### config.mk
export PLATFORM = sky130hd
export DESIGN_NAME = retimer_lane_input_control
export DESIGN_NICKNAME = d
export VERILOG_FILES = /design/src/retimer_ctrl_pkg.sv /design/src/retimer_lane_input_control.sv /design/src/sat_counter.sv
export SDC_FILE = /design/constraint.sdc
export NUM_CORES = 1
export LEC_CHECK = 0
export ABC_CLOCK_PERIOD_IN_PS = 8250
export BUFFER_PORTS_ARGS = -buffer_cell sky130_fd_sc_hd__buf_2
export CAP_MARGIN = 10
export CORE_UTILIZATION = 55
export DETAILED_ROUTE_END_ITERATION = 10
export HOLD_SLACK_MARGIN = 0.03
export PLACE_DENSITY = 0.78
export SETUP_SLACK_MARGIN = 0.02
export SLEW_MARGIN = 20
export SYNTH_ARGS = -nofsm -noshare
export SYNTH_HDL_FRONTEND = slang
export SYNTH_HIERARCHICAL = 1
export SYNTH_SLANG_ARGS = --single-unit
### constraint.sdc
create_clock -name core_clk_i -period 8.25 [get_ports core_clk_i]
set_input_delay 1.2375 -clock core_clk_i [delete_from_list [all_inputs] [get_ports core_clk_i]]
set_output_delay 1.2375 -clock core_clk_i [all_outputs]
set_load 0.1 [all_outputs]
### src/retimer_ctrl_pkg.sv
// Constants and shared types of the retimer lane input control block.
// Assumes a 200 MHz core clock; all counts below except RATE_WIN_CYC derive from it.
package retimer_ctrl_pkg;

    // Core clock rate
    localparam int unsigned CORE_CLK_MHZ = 200;

    // CDR start-up limit after retimer mode entry
    localparam int unsigned CDR_ACQ_MAX_MS = 15;
    localparam int unsigned CDR_ACQ_CYC = CDR_ACQ_MAX_MS * 1000 * CORE_CLK_MHZ;
    localparam int unsigned CDR_ACQ_W = 22;

    // CDR turn-off limit after retimer mode ends (rounded down)
    localparam int unsigned CDR_OFF_MAX_NS = 120;
    localparam int unsigned CDR_OFF_CYC = CDR_OFF_MAX_NS * CORE_CLK_MHZ / 1000;

    // Pixel clock rate detector
    localparam int unsigned RETIME_PIX_MHZ = 100;
    localparam int unsigned PIX_DIV = 16;
    localparam int unsigned RATE_WIN_W = 12;
    localparam int unsigned RATE_WIN_CYC = 1 << RATE_WIN_W;
    localparam int unsigned RATE_EDGE_W = 13;
    localparam int unsigned RATE_EDGE_THR =
        RETIME_PIX_MHZ * RATE_WIN_CYC / (PIX_DIV * CORE_CLK_MHZ);

    // Function mode select codes
    localparam logic [1:0] FM_AUTO = 2'h0;
    localparam logic [1:0] FM_REDRIVE = 2'h1;
    localparam logic [1:0] FM_RETIME = 2'h2;

    // Fixed equalizer gain codes
    localparam int unsigned EQ_GAIN_W = 5;
    localparam logic [4:0] EQ_GAIN_14DB = 5'h0e;
    localparam logic [4:0] EQ_GAIN_7P5DB = 5'h07;

    // Input source codes for the output lane selectors
    localparam logic [1:0] SRC_IN_LANE_0 = 2'h0;
    localparam logic [1:0] SRC_IN_LANE_1 = 2'h1;
    localparam logic [1:0] SRC_IN_LANE_2 = 2'h2;
    localparam logic [1:0] SRC_IN_CLK = 2'h3;

    // Error counters
    localparam int unsigned ERR_CNT_W = 16;
    localparam int unsigned DATA_LANES = 3;

    // Software configuration, cleared by an enable toggle
    typedef struct packed {
        logic lane_remap;
        logic polarity_invert;
        logic eq_adaptive;
        logic [EQ_GAIN_W-1:0] eq_gain;
        logic [1:0] function_mode_select;
    } cfg_t;

    // Strap pins as sampled
    typedef struct packed {
        logic remap_pin_fitted;
        logic lane_remap_polarity_strap;
        logic equalizer_mode_strap;
        logic equalizer_strap_float;
    } strap_t;

    // Source select of each fixed output lane
    typedef struct packed {
        logic [1:0] output_clk_src;
        logic [1:0] output_lane_2_src;
        logic [1:0] output_lane_1_src;
        logic [1:0] output_lane_0_src;
    } route_t;

    // Control outputs towards the analog lanes
    typedef struct packed {
        logic main_link_oe;
        route_t route;
        logic polarity_invert;
        logic retime_mode;
        logic cdr_power;
        logic cdr_active;
        logic eq_adaptive;
        logic [EQ_GAIN_W-1:0] eq_gain;
    } ctrl_t;

    // Mode sequencer states
    typedef enum logic [3:0] {
        ST_OFF = 4'h1,
        ST_REDRIVE = 4'h2,
        ST_ACQUIRE = 4'h4,
        ST_RETIME = 4'h8
    } mode_state_t;

endpackage

### src/retimer_lane_input_control.sv
// Lane input control: enable sequencing, CDR timing, lane remap,
// polarity, equalizer selection and per-lane input error counting.
// Assumes straps, enable, lock and link clock are asynchronous pins;
// config writes and error strobes come from core clock logic.
`timescale 1ns/100ps
module retimer_lane_input_control #(
    parameter int unsigned CDR_ACQ_CYCLES = retimer_ctrl_pkg::CDR_ACQ_CYC,
    parameter int unsigned ERR_W = retimer_ctrl_pkg::ERR_CNT_W
) (
    // Clock and reset
    input wire logic core_clk_i,
    input wire logic sys_rst_i,
    // Device pins
    input wire logic chip_enable_i,
    input wire retimer_ctrl_pkg::strap_t strap_i,
    input wire logic link_clk_i,
    input wire logic cdr_lock_i,
    // Configuration from the serial control block
    input wire logic cfg_wr_i,
    input wire retimer_ctrl_pkg::cfg_t cfg_i,
    // Input error strobes, one per data lane
    input wire logic [retimer_ctrl_pkg::DATA_LANES-1:0] lane_err_i,
    // Lane control
    output retimer_ctrl_pkg::ctrl_t ctrl_o,
    output retimer_ctrl_pkg::cfg_t cfg_o,
    // Error counts
    output logic [retimer_ctrl_pkg::DATA_LANES-1:0][ERR_W-1:0] err_count_o
);
    import retimer_ctrl_pkg::*;

    typedef struct packed {
        logic en_s1;
        logic en_s2;
        strap_t strap_s1;
        strap_t strap_s2;
        logic lclk_s1;
        logic lclk_s2;
        logic lclk_s3;
        logic lock_s1;
        logic lock_s2;
        logic cfg_valid;
        cfg_t cfg;
        logic [RATE_WIN_W-1:0] win_cnt;
        logic [RATE_EDGE_W-1:0] edge_cnt;
        logic fast;
        mode_state_t state;
        logic [CDR_ACQ_W-1:0] acq_cnt;
        ctrl_t out;
    } top_state_t;

    localparam logic [CDR_ACQ_W-1:0] ACQ_LAST =
        CDR_ACQ_W'(CDR_ACQ_CYCLES - 1);
    localparam logic [RATE_EDGE_W-1:0] EDGE_THR = RATE_EDGE_W'(RATE_EDGE_THR);

    top_state_t s_q;
    top_state_t s_d;

    logic enabled;
    logic link_edge;
    logic [RATE_EDGE_W-1:0] edges_now;
    logic [1:0] mode_sel;
    logic retime_req;
    logic retiming;
    logic remap;
    logic pol_req;
    logic adaptive_sel;
    logic [EQ_GAIN_W-1:0] fixed_gain;

    always_comb
    begin
        s_d = s_q;

        // Two-stage synchronisers for all pins
        s_d.en_s1 = chip_enable_i;
        s_d.en_s2 = s_q.en_s1;
        s_d.strap_s1 = strap_i;
        s_d.strap_s2 = s_q.strap_s1;
        s_d.lclk_s1 = link_clk_i;
        s_d.lclk_s2 = s_q.lclk_s1;
        s_d.lclk_s3 = s_q.lclk_s2;
        s_d.lock_s1 = cdr_lock_i;
        s_d.lock_s2 = s_q.lock_s1;

        enabled = s_q.en_s2;

        // Software writes only count while enabled
        if (cfg_wr_i)
        begin
            s_d.cfg_valid = 1'b1;
            s_d.cfg = cfg_i;
        end

        link_edge = s_q.lclk_s2 && !s_q.lclk_s3;
        edges_now = s_q.edge_cnt;
        if (link_edge && !(&s_q.edge_cnt))
        begin
            edges_now = s_q.edge_cnt + 1'b1;
        end
        s_d.win_cnt = s_q.win_cnt + 1'b1;
        s_d.edge_cnt = edges_now;
        if (&s_q.win_cnt)
        begin
            s_d.fast = (edges_now >= EDGE_THR);
            s_d.edge_cnt = '0;
        end

        mode_sel = s_q.cfg_valid ? s_q.cfg.function_mode_select : FM_AUTO;
        case (mode_sel)
            FM_REDRIVE:
                retime_req = 1'b0;
            FM_RETIME:
                retime_req = 1'b1;
            default:
                retime_req = s_q.fast;
        endcase

        // Mode sequencer
        case (s_q.state)
            ST_OFF:
            begin
                s_d.state = ST_REDRIVE;
            end
            ST_REDRIVE:
            begin
                if (retime_req)
                begin
                    s_d.state = ST_ACQUIRE;
                    s_d.acq_cnt = '0;
                end
            end
            ST_ACQUIRE:
            begin
                if (!retime_req)
                begin
                    s_d.state = ST_REDRIVE;
                end
                else if (s_q.lock_s2 || s_q.acq_cnt == ACQ_LAST)
                begin
                    s_d.state = ST_RETIME;
                end
                else
                begin
                    s_d.acq_cnt = s_q.acq_cnt + 1'b1;
                end
            end
            ST_RETIME:
            begin
                if (!retime_req)
                begin
                    s_d.state = ST_REDRIVE;
                end
            end
            default:
            begin
                s_d.state = ST_OFF;
            end
        endcase

        retiming = (s_d.state == ST_RETIME);

        remap = (s_q.strap_s2.remap_pin_fitted &&
                 !s_q.strap_s2.lane_remap_polarity_strap) ||
                (s_q.cfg_valid && s_q.cfg.lane_remap);

        pol_req = (s_q.strap_s2.remap_pin_fitted &&
                   s_q.strap_s2.lane_remap_polarity_strap) ||
                  (s_q.cfg_valid && s_q.cfg.polarity_invert);

        adaptive_sel = s_q.cfg_valid ? s_q.cfg.eq_adaptive :
                       s_q.strap_s2.equalizer_strap_float;

        if (s_q.cfg_valid)
        begin
            fixed_gain = s_q.cfg.eq_gain;
        end
        else if (s_q.strap_s2.equalizer_mode_strap &&
                 !s_q.strap_s2.equalizer_strap_float)
        begin
            fixed_gain = EQ_GAIN_14DB;
        end
        else
        begin
            fixed_gain = EQ_GAIN_7P5DB;
        end

        s_d.out.main_link_oe = 1'b1;
        s_d.out.retime_mode = retiming;

        if (remap)
        begin
            s_d.out.route.output_clk_src = SRC_IN_LANE_2;
            s_d.out.route.output_lane_2_src = SRC_IN_CLK;
            s_d.out.route.output_lane_1_src = SRC_IN_LANE_0;
            s_d.out.route.output_lane_0_src = SRC_IN_LANE_1;
        end
        else
        begin
            s_d.out.route.output_clk_src = SRC_IN_CLK;
            s_d.out.route.output_lane_2_src = SRC_IN_LANE_2;
            s_d.out.route.output_lane_1_src = SRC_IN_LANE_1;
            s_d.out.route.output_lane_0_src = SRC_IN_LANE_0;
        end

        s_d.out.polarity_invert = pol_req && retiming;

        s_d.out.cdr_power = (s_d.state == ST_ACQUIRE) || retiming;
        s_d.out.cdr_active = retiming;

        // adaptive needs retimer
        // Fixed gain still valid so fallback keeps a sane equalizer
        s_d.out.eq_adaptive = adaptive_sel && retiming;
        s_d.out.eq_gain = fixed_gain;

        if (!enabled)
        begin
            s_d.cfg_valid = 1'b0;
            s_d.cfg = '0;
            s_d.win_cnt = '0;
            s_d.edge_cnt = '0;
            s_d.fast = 1'b0;
            s_d.acq_cnt = '0;
            s_d.state = ST_OFF;
            s_d.out = '0;
        end
    end

    always_ff @(posedge core_clk_i or posedge sys_rst_i)
    begin
        if (sys_rst_i)
        begin
            s_q <= '0;
            s_q.state <= ST_OFF;
        end
        else
        begin
            s_q <= s_d;
        end
    end

    assign ctrl_o = s_q.out;
    assign cfg_o = s_q.cfg;

    for (genvar i = 0; i < DATA_LANES; i++)
    begin : g_err
        sat_counter #(
            .WIDTH(ERR_W)
        ) u_err_cnt (
            .core_clk_i(core_clk_i),
            .sys_rst_i(sys_rst_i),
            .clr_i(!s_q.en_s2),
            .inc_i(lane_err_i[i]),
            .count_o(err_count_o[i])
        );
    end
endmodule

### src/sat_counter.sv
// Saturating event counter with synchronous clear.
// Assumes inc_i and clr_i are on the core clock.
`timescale 1ns/100ps
module sat_counter #(
    parameter int unsigned WIDTH = 16
) (
    // Clock and reset
    input wire logic core_clk_i,
    input wire logic sys_rst_i,
    // Control
    input wire logic clr_i,
    input wire logic inc_i,
    // Count
    output logic [WIDTH-1:0] count_o
);
    import retimer_ctrl_pkg::*;

    typedef struct packed {
        logic [WIDTH-1:0] count;
    } cnt_state_t;

    cnt_state_t s_q;
    cnt_state_t s_d;

    always_comb
    begin
        s_d = s_q;
        if (clr_i)
        begin
            s_d.count = '0;
        end
        // Holds at full scale so a bad link never wraps to a low count
        else if (inc_i && !(&s_q.count))
        begin
            s_d.count = s_q.count + 1'b1;
        end
    end

    always_ff @(posedge core_clk_i or posedge sys_rst_i)
    begin
        if (sys_rst_i)
        begin
            s_q <= '0;
        end
        else
        begin
            s_q <= s_d;
        end
    end

    assign count_o = s_q.count;
endmodule

# After elaboration in Yosys (flattened, before gate mapping)
# Index checks and enable logic that the tools add are counted.
# op_classes
eq_ne	18
n_div	0
add_sub_neg	6
n_bitwise	0
shifts	0
n_lt_le_gt_ge	1
multipliers	0
muxes	24
n_reduce_logical	29
# ops
cell	n
$mux W16	6
$mux W82	1
$add A16 B1 Y16 const B	3
$reduce_and A16 Y1	3
$mux W22	2
$pmux W22 S2	1
$mux W26	1
$add A22 B1 Y22 const B	1
$eq A22 B22 Y1 const B	1
$mux W4	4
$pmux W4 S4	1
$mux W14	1
$add A13 B1 Y13 const B	1
$ge A13 B8 Y1 const B	1
$mux W13	1
$reduce_and A13 Y1	1
$add A12 B1 Y12 const B	1
$logic_and A1 B1 Y1	12
$reduce_and A12 Y1	1
$mux W11	1
$ne A3 B3 Y1 const B	3
$eq A4 B3 Y1 const B	2
$eq A4 B4 Y1 const B	2
$ne A2 B1 Y1 const B	4
other kinds (14)	23
# totals
ramBits	0
regBits	145
latch_bits	0
romBits	0
inputBits	23
elab_cells	118
mem_count	0

# Logic depth before layout (Yosys ltp)
# logic_depth
word_depth	8
ltp_mapped	10
ltp_nobuf	7

# Hierarchy
# Netlist, hierarchy kept.
# by_module_without_submodules
module	area_per_inst_um2	instances	cells_each
retimer_lane_input_control	4453.0	1	438
sat_counter	922.1	3	104

# Worst setup path before layout
# Ideal clock, no wire load.
# synth_timing
path_kind	register to register
startpoint	register s_q[81] (netlist bit)
endpoint	register s_q[29] (netlist bit)
arrival_ps	2585
path_stages_with_launch	10
n_path_buf	2
setup_time_ps	67
required_ps	8183
path_slack_ps	5598
path_cell_list	dfrtp_1 > clkbuf_1 > and2_1 > ha_1 > mux2i_4 > or2b_1 > o21ai_0 > clkbuf_1 > or4b_2 > nand2_1
# synth_via
elab_chain_cells	5
elab_cells_between_ends	7
# synth_lines
item	line	text
start: declaration	retimer_lane_input_control.sv:55	top_state_t s_q;
$mux W2 (*)	retimer_lane_input_control.sv:107	mode_sel = s_q.cfg_valid ? s_q.cfg.function_mode_select : FM_AUTO;
$eq A2 B2 Y1 or $eq A2 B1 Y1 (tied branches)	retimer_lane_input_control.sv:108	case (mode_sel)
$pmux W1 S2 (*)	retimer_lane_input_control.sv:108	
$ne A3 B3 Y1 (no source line)	--	
$reduce_and A4 Y1 (no source line) (*)	--	
# Every way passes the cells marked *; elsewhere a longest branch is shown, timed or not.
# A chain may end at the register's enable or synchronous reset.

# Worst setup path after layout
# layout_timing
startpoint	register s_q[81] (netlist bit)
endpoint	register s_q[40] (netlist bit)
# The elaborated chain is that of the path after synthesis.

==> qor.yml <==
outcome: "finished, final reports clean"
cts_tree: "yes"
design.die.area_mm2: 0.0136
syn-cell-area_mm2: 0.00722
synth-xor-area-share_pct: 2.55
syn_to_final_growth_pct: 13.5
finalSetupViolations: 0
dp.cells: 966
worstSetupStartpointType: "register"
drt-wirelength-per-cell_um: 15.1
drt-total-wl_um: 15000
synth_edf_count: 0
synth.top_cell.area_share_pct: 47.5
fmax_mhz: 362
crit_required_ns: 8.59
synthTopCellsByCount: "137 x dfrtp_1, 80 x nor2_1, 53 x nand2_1"
clock-sinks: 138
overflow: 0
hold_viol_final: 0
synth_most_common_cell: "dfrtp_1"
powerDensity_mw_per_mm2: 201
yosysWarnings: 6
hold_buffers: 0
synth-compound-area-share_pct: 12.1
r2r-start: "s_q[81]"
tightest_slew_ns: 1.02
synth_simple_gate_area_share_pct: 25.4
ys_seq_area_share_pct: 47.9
synth_area_leaders: "dfrtp_1 47%, nor2_1 4.2%, buf_4 3.0%"
synth_adder_area_share_pct: 1.21
startpoint: "s_q[81]"
antenna-diode-count: 0
post-cts-setup-buffers: 0
grt_pass1_wl_um: 25500
vias: 5801
die_w_um: 117
die_h_um: 117
fin_crit_ns: 2.76
grtUsageTotal_pct: 23.8
slew_headroom_pct: 31.4
setup_tns_ns: 0
postSynthCellCount: 750
rrSetupSlack_ns: 5.49
total_power_mw: 1.65
rsz0062_at_grt: "no"
io_pins: 100
nets: 843
ant_nets: 0
peakVddDrop_uv: 196
cts_buffer_depth: 2
antenna_found_initial: 0
drive_above_1_share_pct: 20.7
gp_congestion: 0.837
arrival_ns: 3.10
period_share_pct: 33.4
hpwlAfterDp_um: 10200
ff2ff_path_depth: 8
clk_pin_slew_worst_paths_ns: 0.06
maxCapViolations: 0
grt_max_degree: 91
root_buffer: "clkbuf_16"
ys.flop_type: "dfrtp_1"
fin_util_pct: 64.4
critical_path_class: "register to register"
yosysUniqueCellTypes: 72
regToRegEndpoint: "s_q[40]"
synth-seq-cells: 138
syn_avg_cell_area_um2: 9.63
ctsResizeCount: 0
crit_end: "s_q[40]"
start_util_pct: 56.7
core_region_area_mm2: 0.0127
drt-pass1-iter-count: 5
grt_pass1_vias: 5553
drtIter0Drc: 404
clock_latency_ns: 0.41
drc: 0
holdWs_ns: 0.345
cts_max_level: 4
finalNonFillerCells: 998
via_per_inst: 5.81
critPathMaxFanout: 15
synth_top_family_by_area: "simple AND/OR/NAND/NOR gates"
p_leak_nw: 3.67
portBuffers: 97
ys_async_sr_fraction_pct: 100
row_count: 41
drv_slew: 0
synthMuxAreaShare_pct: 4.37
cts_buffers: 17
endpoint_kind: "register"
synth.largest_area_cell: "dfrtp_1"
hold_path_class: "register to register"
fin_worst_skew_ns: 0.00897
## cells by family after synthesis
group	Yosys count
flops	138
fa+ha+maj	7
other cells	1
compound gates	130
buf+inv	85
mux	29
simple gates	339
xor+xnor	21
## sequential cells by signal, indices dropped and copies added (netlist names)
name / flops
s_q: 59
enabled: 1
ctrl_o: 12
s_d: 8
g_err.u_err_cnt/count_o: 48
cfg_o: 10
## area by class of cell
class                           instances  area, µm²
Timing Repair Buffer                  100        512
Inverter                               28        106
Sequential cell                       138       3450
Clock buffer                           22        474
Clock inverter                         10        131
Fill cell                            1067       4530
Tap cell                              172        215
Multi-Input combinational cell        528       3300
## stage by stage
stage               area, µm²  setup WS [ns]
finish                   8190           5.49
global route             8190           5.27
CTS                      8190           5.49
detailed placement       7580           5.50
global placement         7580           5.59
floorplan                7220           4.68
## cell usage in the layout, fill, tap and decap left out, types with 18 or more instances in the layout
| cell | instances |
|---|---|
| nand3_1 | 38 |
| nor2_1 | 80 |
| inv_1 | 26 |
| a21oi_1 | 30 |
| nand2_1 | 53 |
| or3_1 | 25 |
| o21ai_0 | 22 |
| nand2b_1 | 20 |
| mux2i_1 | 18 |
| and3_1 | 20 |
| or4_1 | 19 |
| dfrtp_1 | 137 |
| buf_2 | 97 |
## worst min path at each step
stage,slack (ns),end,cells past startpoint,startpoint
finish,0.35,s_q[90],0,s_d[90]
global route,0.36,s_q[88],0,s_d[88]
CTS,0.35,s_q[90],0,s_d[90]
detailed placement,0.33,enabled,0,s_d[95]
global placement,0.34,s_d[84],0,s_d[85]
floorplan,0.33,enabled,0,s_d[95]
## power breakdown
part           switching (mW)  internal (mW)
Clock                   0.286          0.476
Sequential             0.0216          0.697
Combinational           0.127         0.0383
## worst max-delay path, stage by stage (launching register included)
cell and delay (ns):
dfrtp_1 0.53, and2_1 0.21, ha_1 0.32, mux2i_4 0.33
or2b_1 0.24, o21ai_0 0.10, buf_4 0.21, or4_2 0.66
nand2_1 0.09
## layer usage
metal | wire length, µm | part of all wire (%) | GRT usage (%) | vias to the layer above
met4 | 134 | 0.89 | 7.26 | 0
met2 | 7670 | 51 | 40.4 | 140
met5 | 0 | 0 | 0 | -
met3 | 554 | 3.7 | 5.29 | 15
met1 | 6690 | 44 | 30.7 | 2846
li1 | - | - | - | 2800
(Power assumes the default switching activity.)
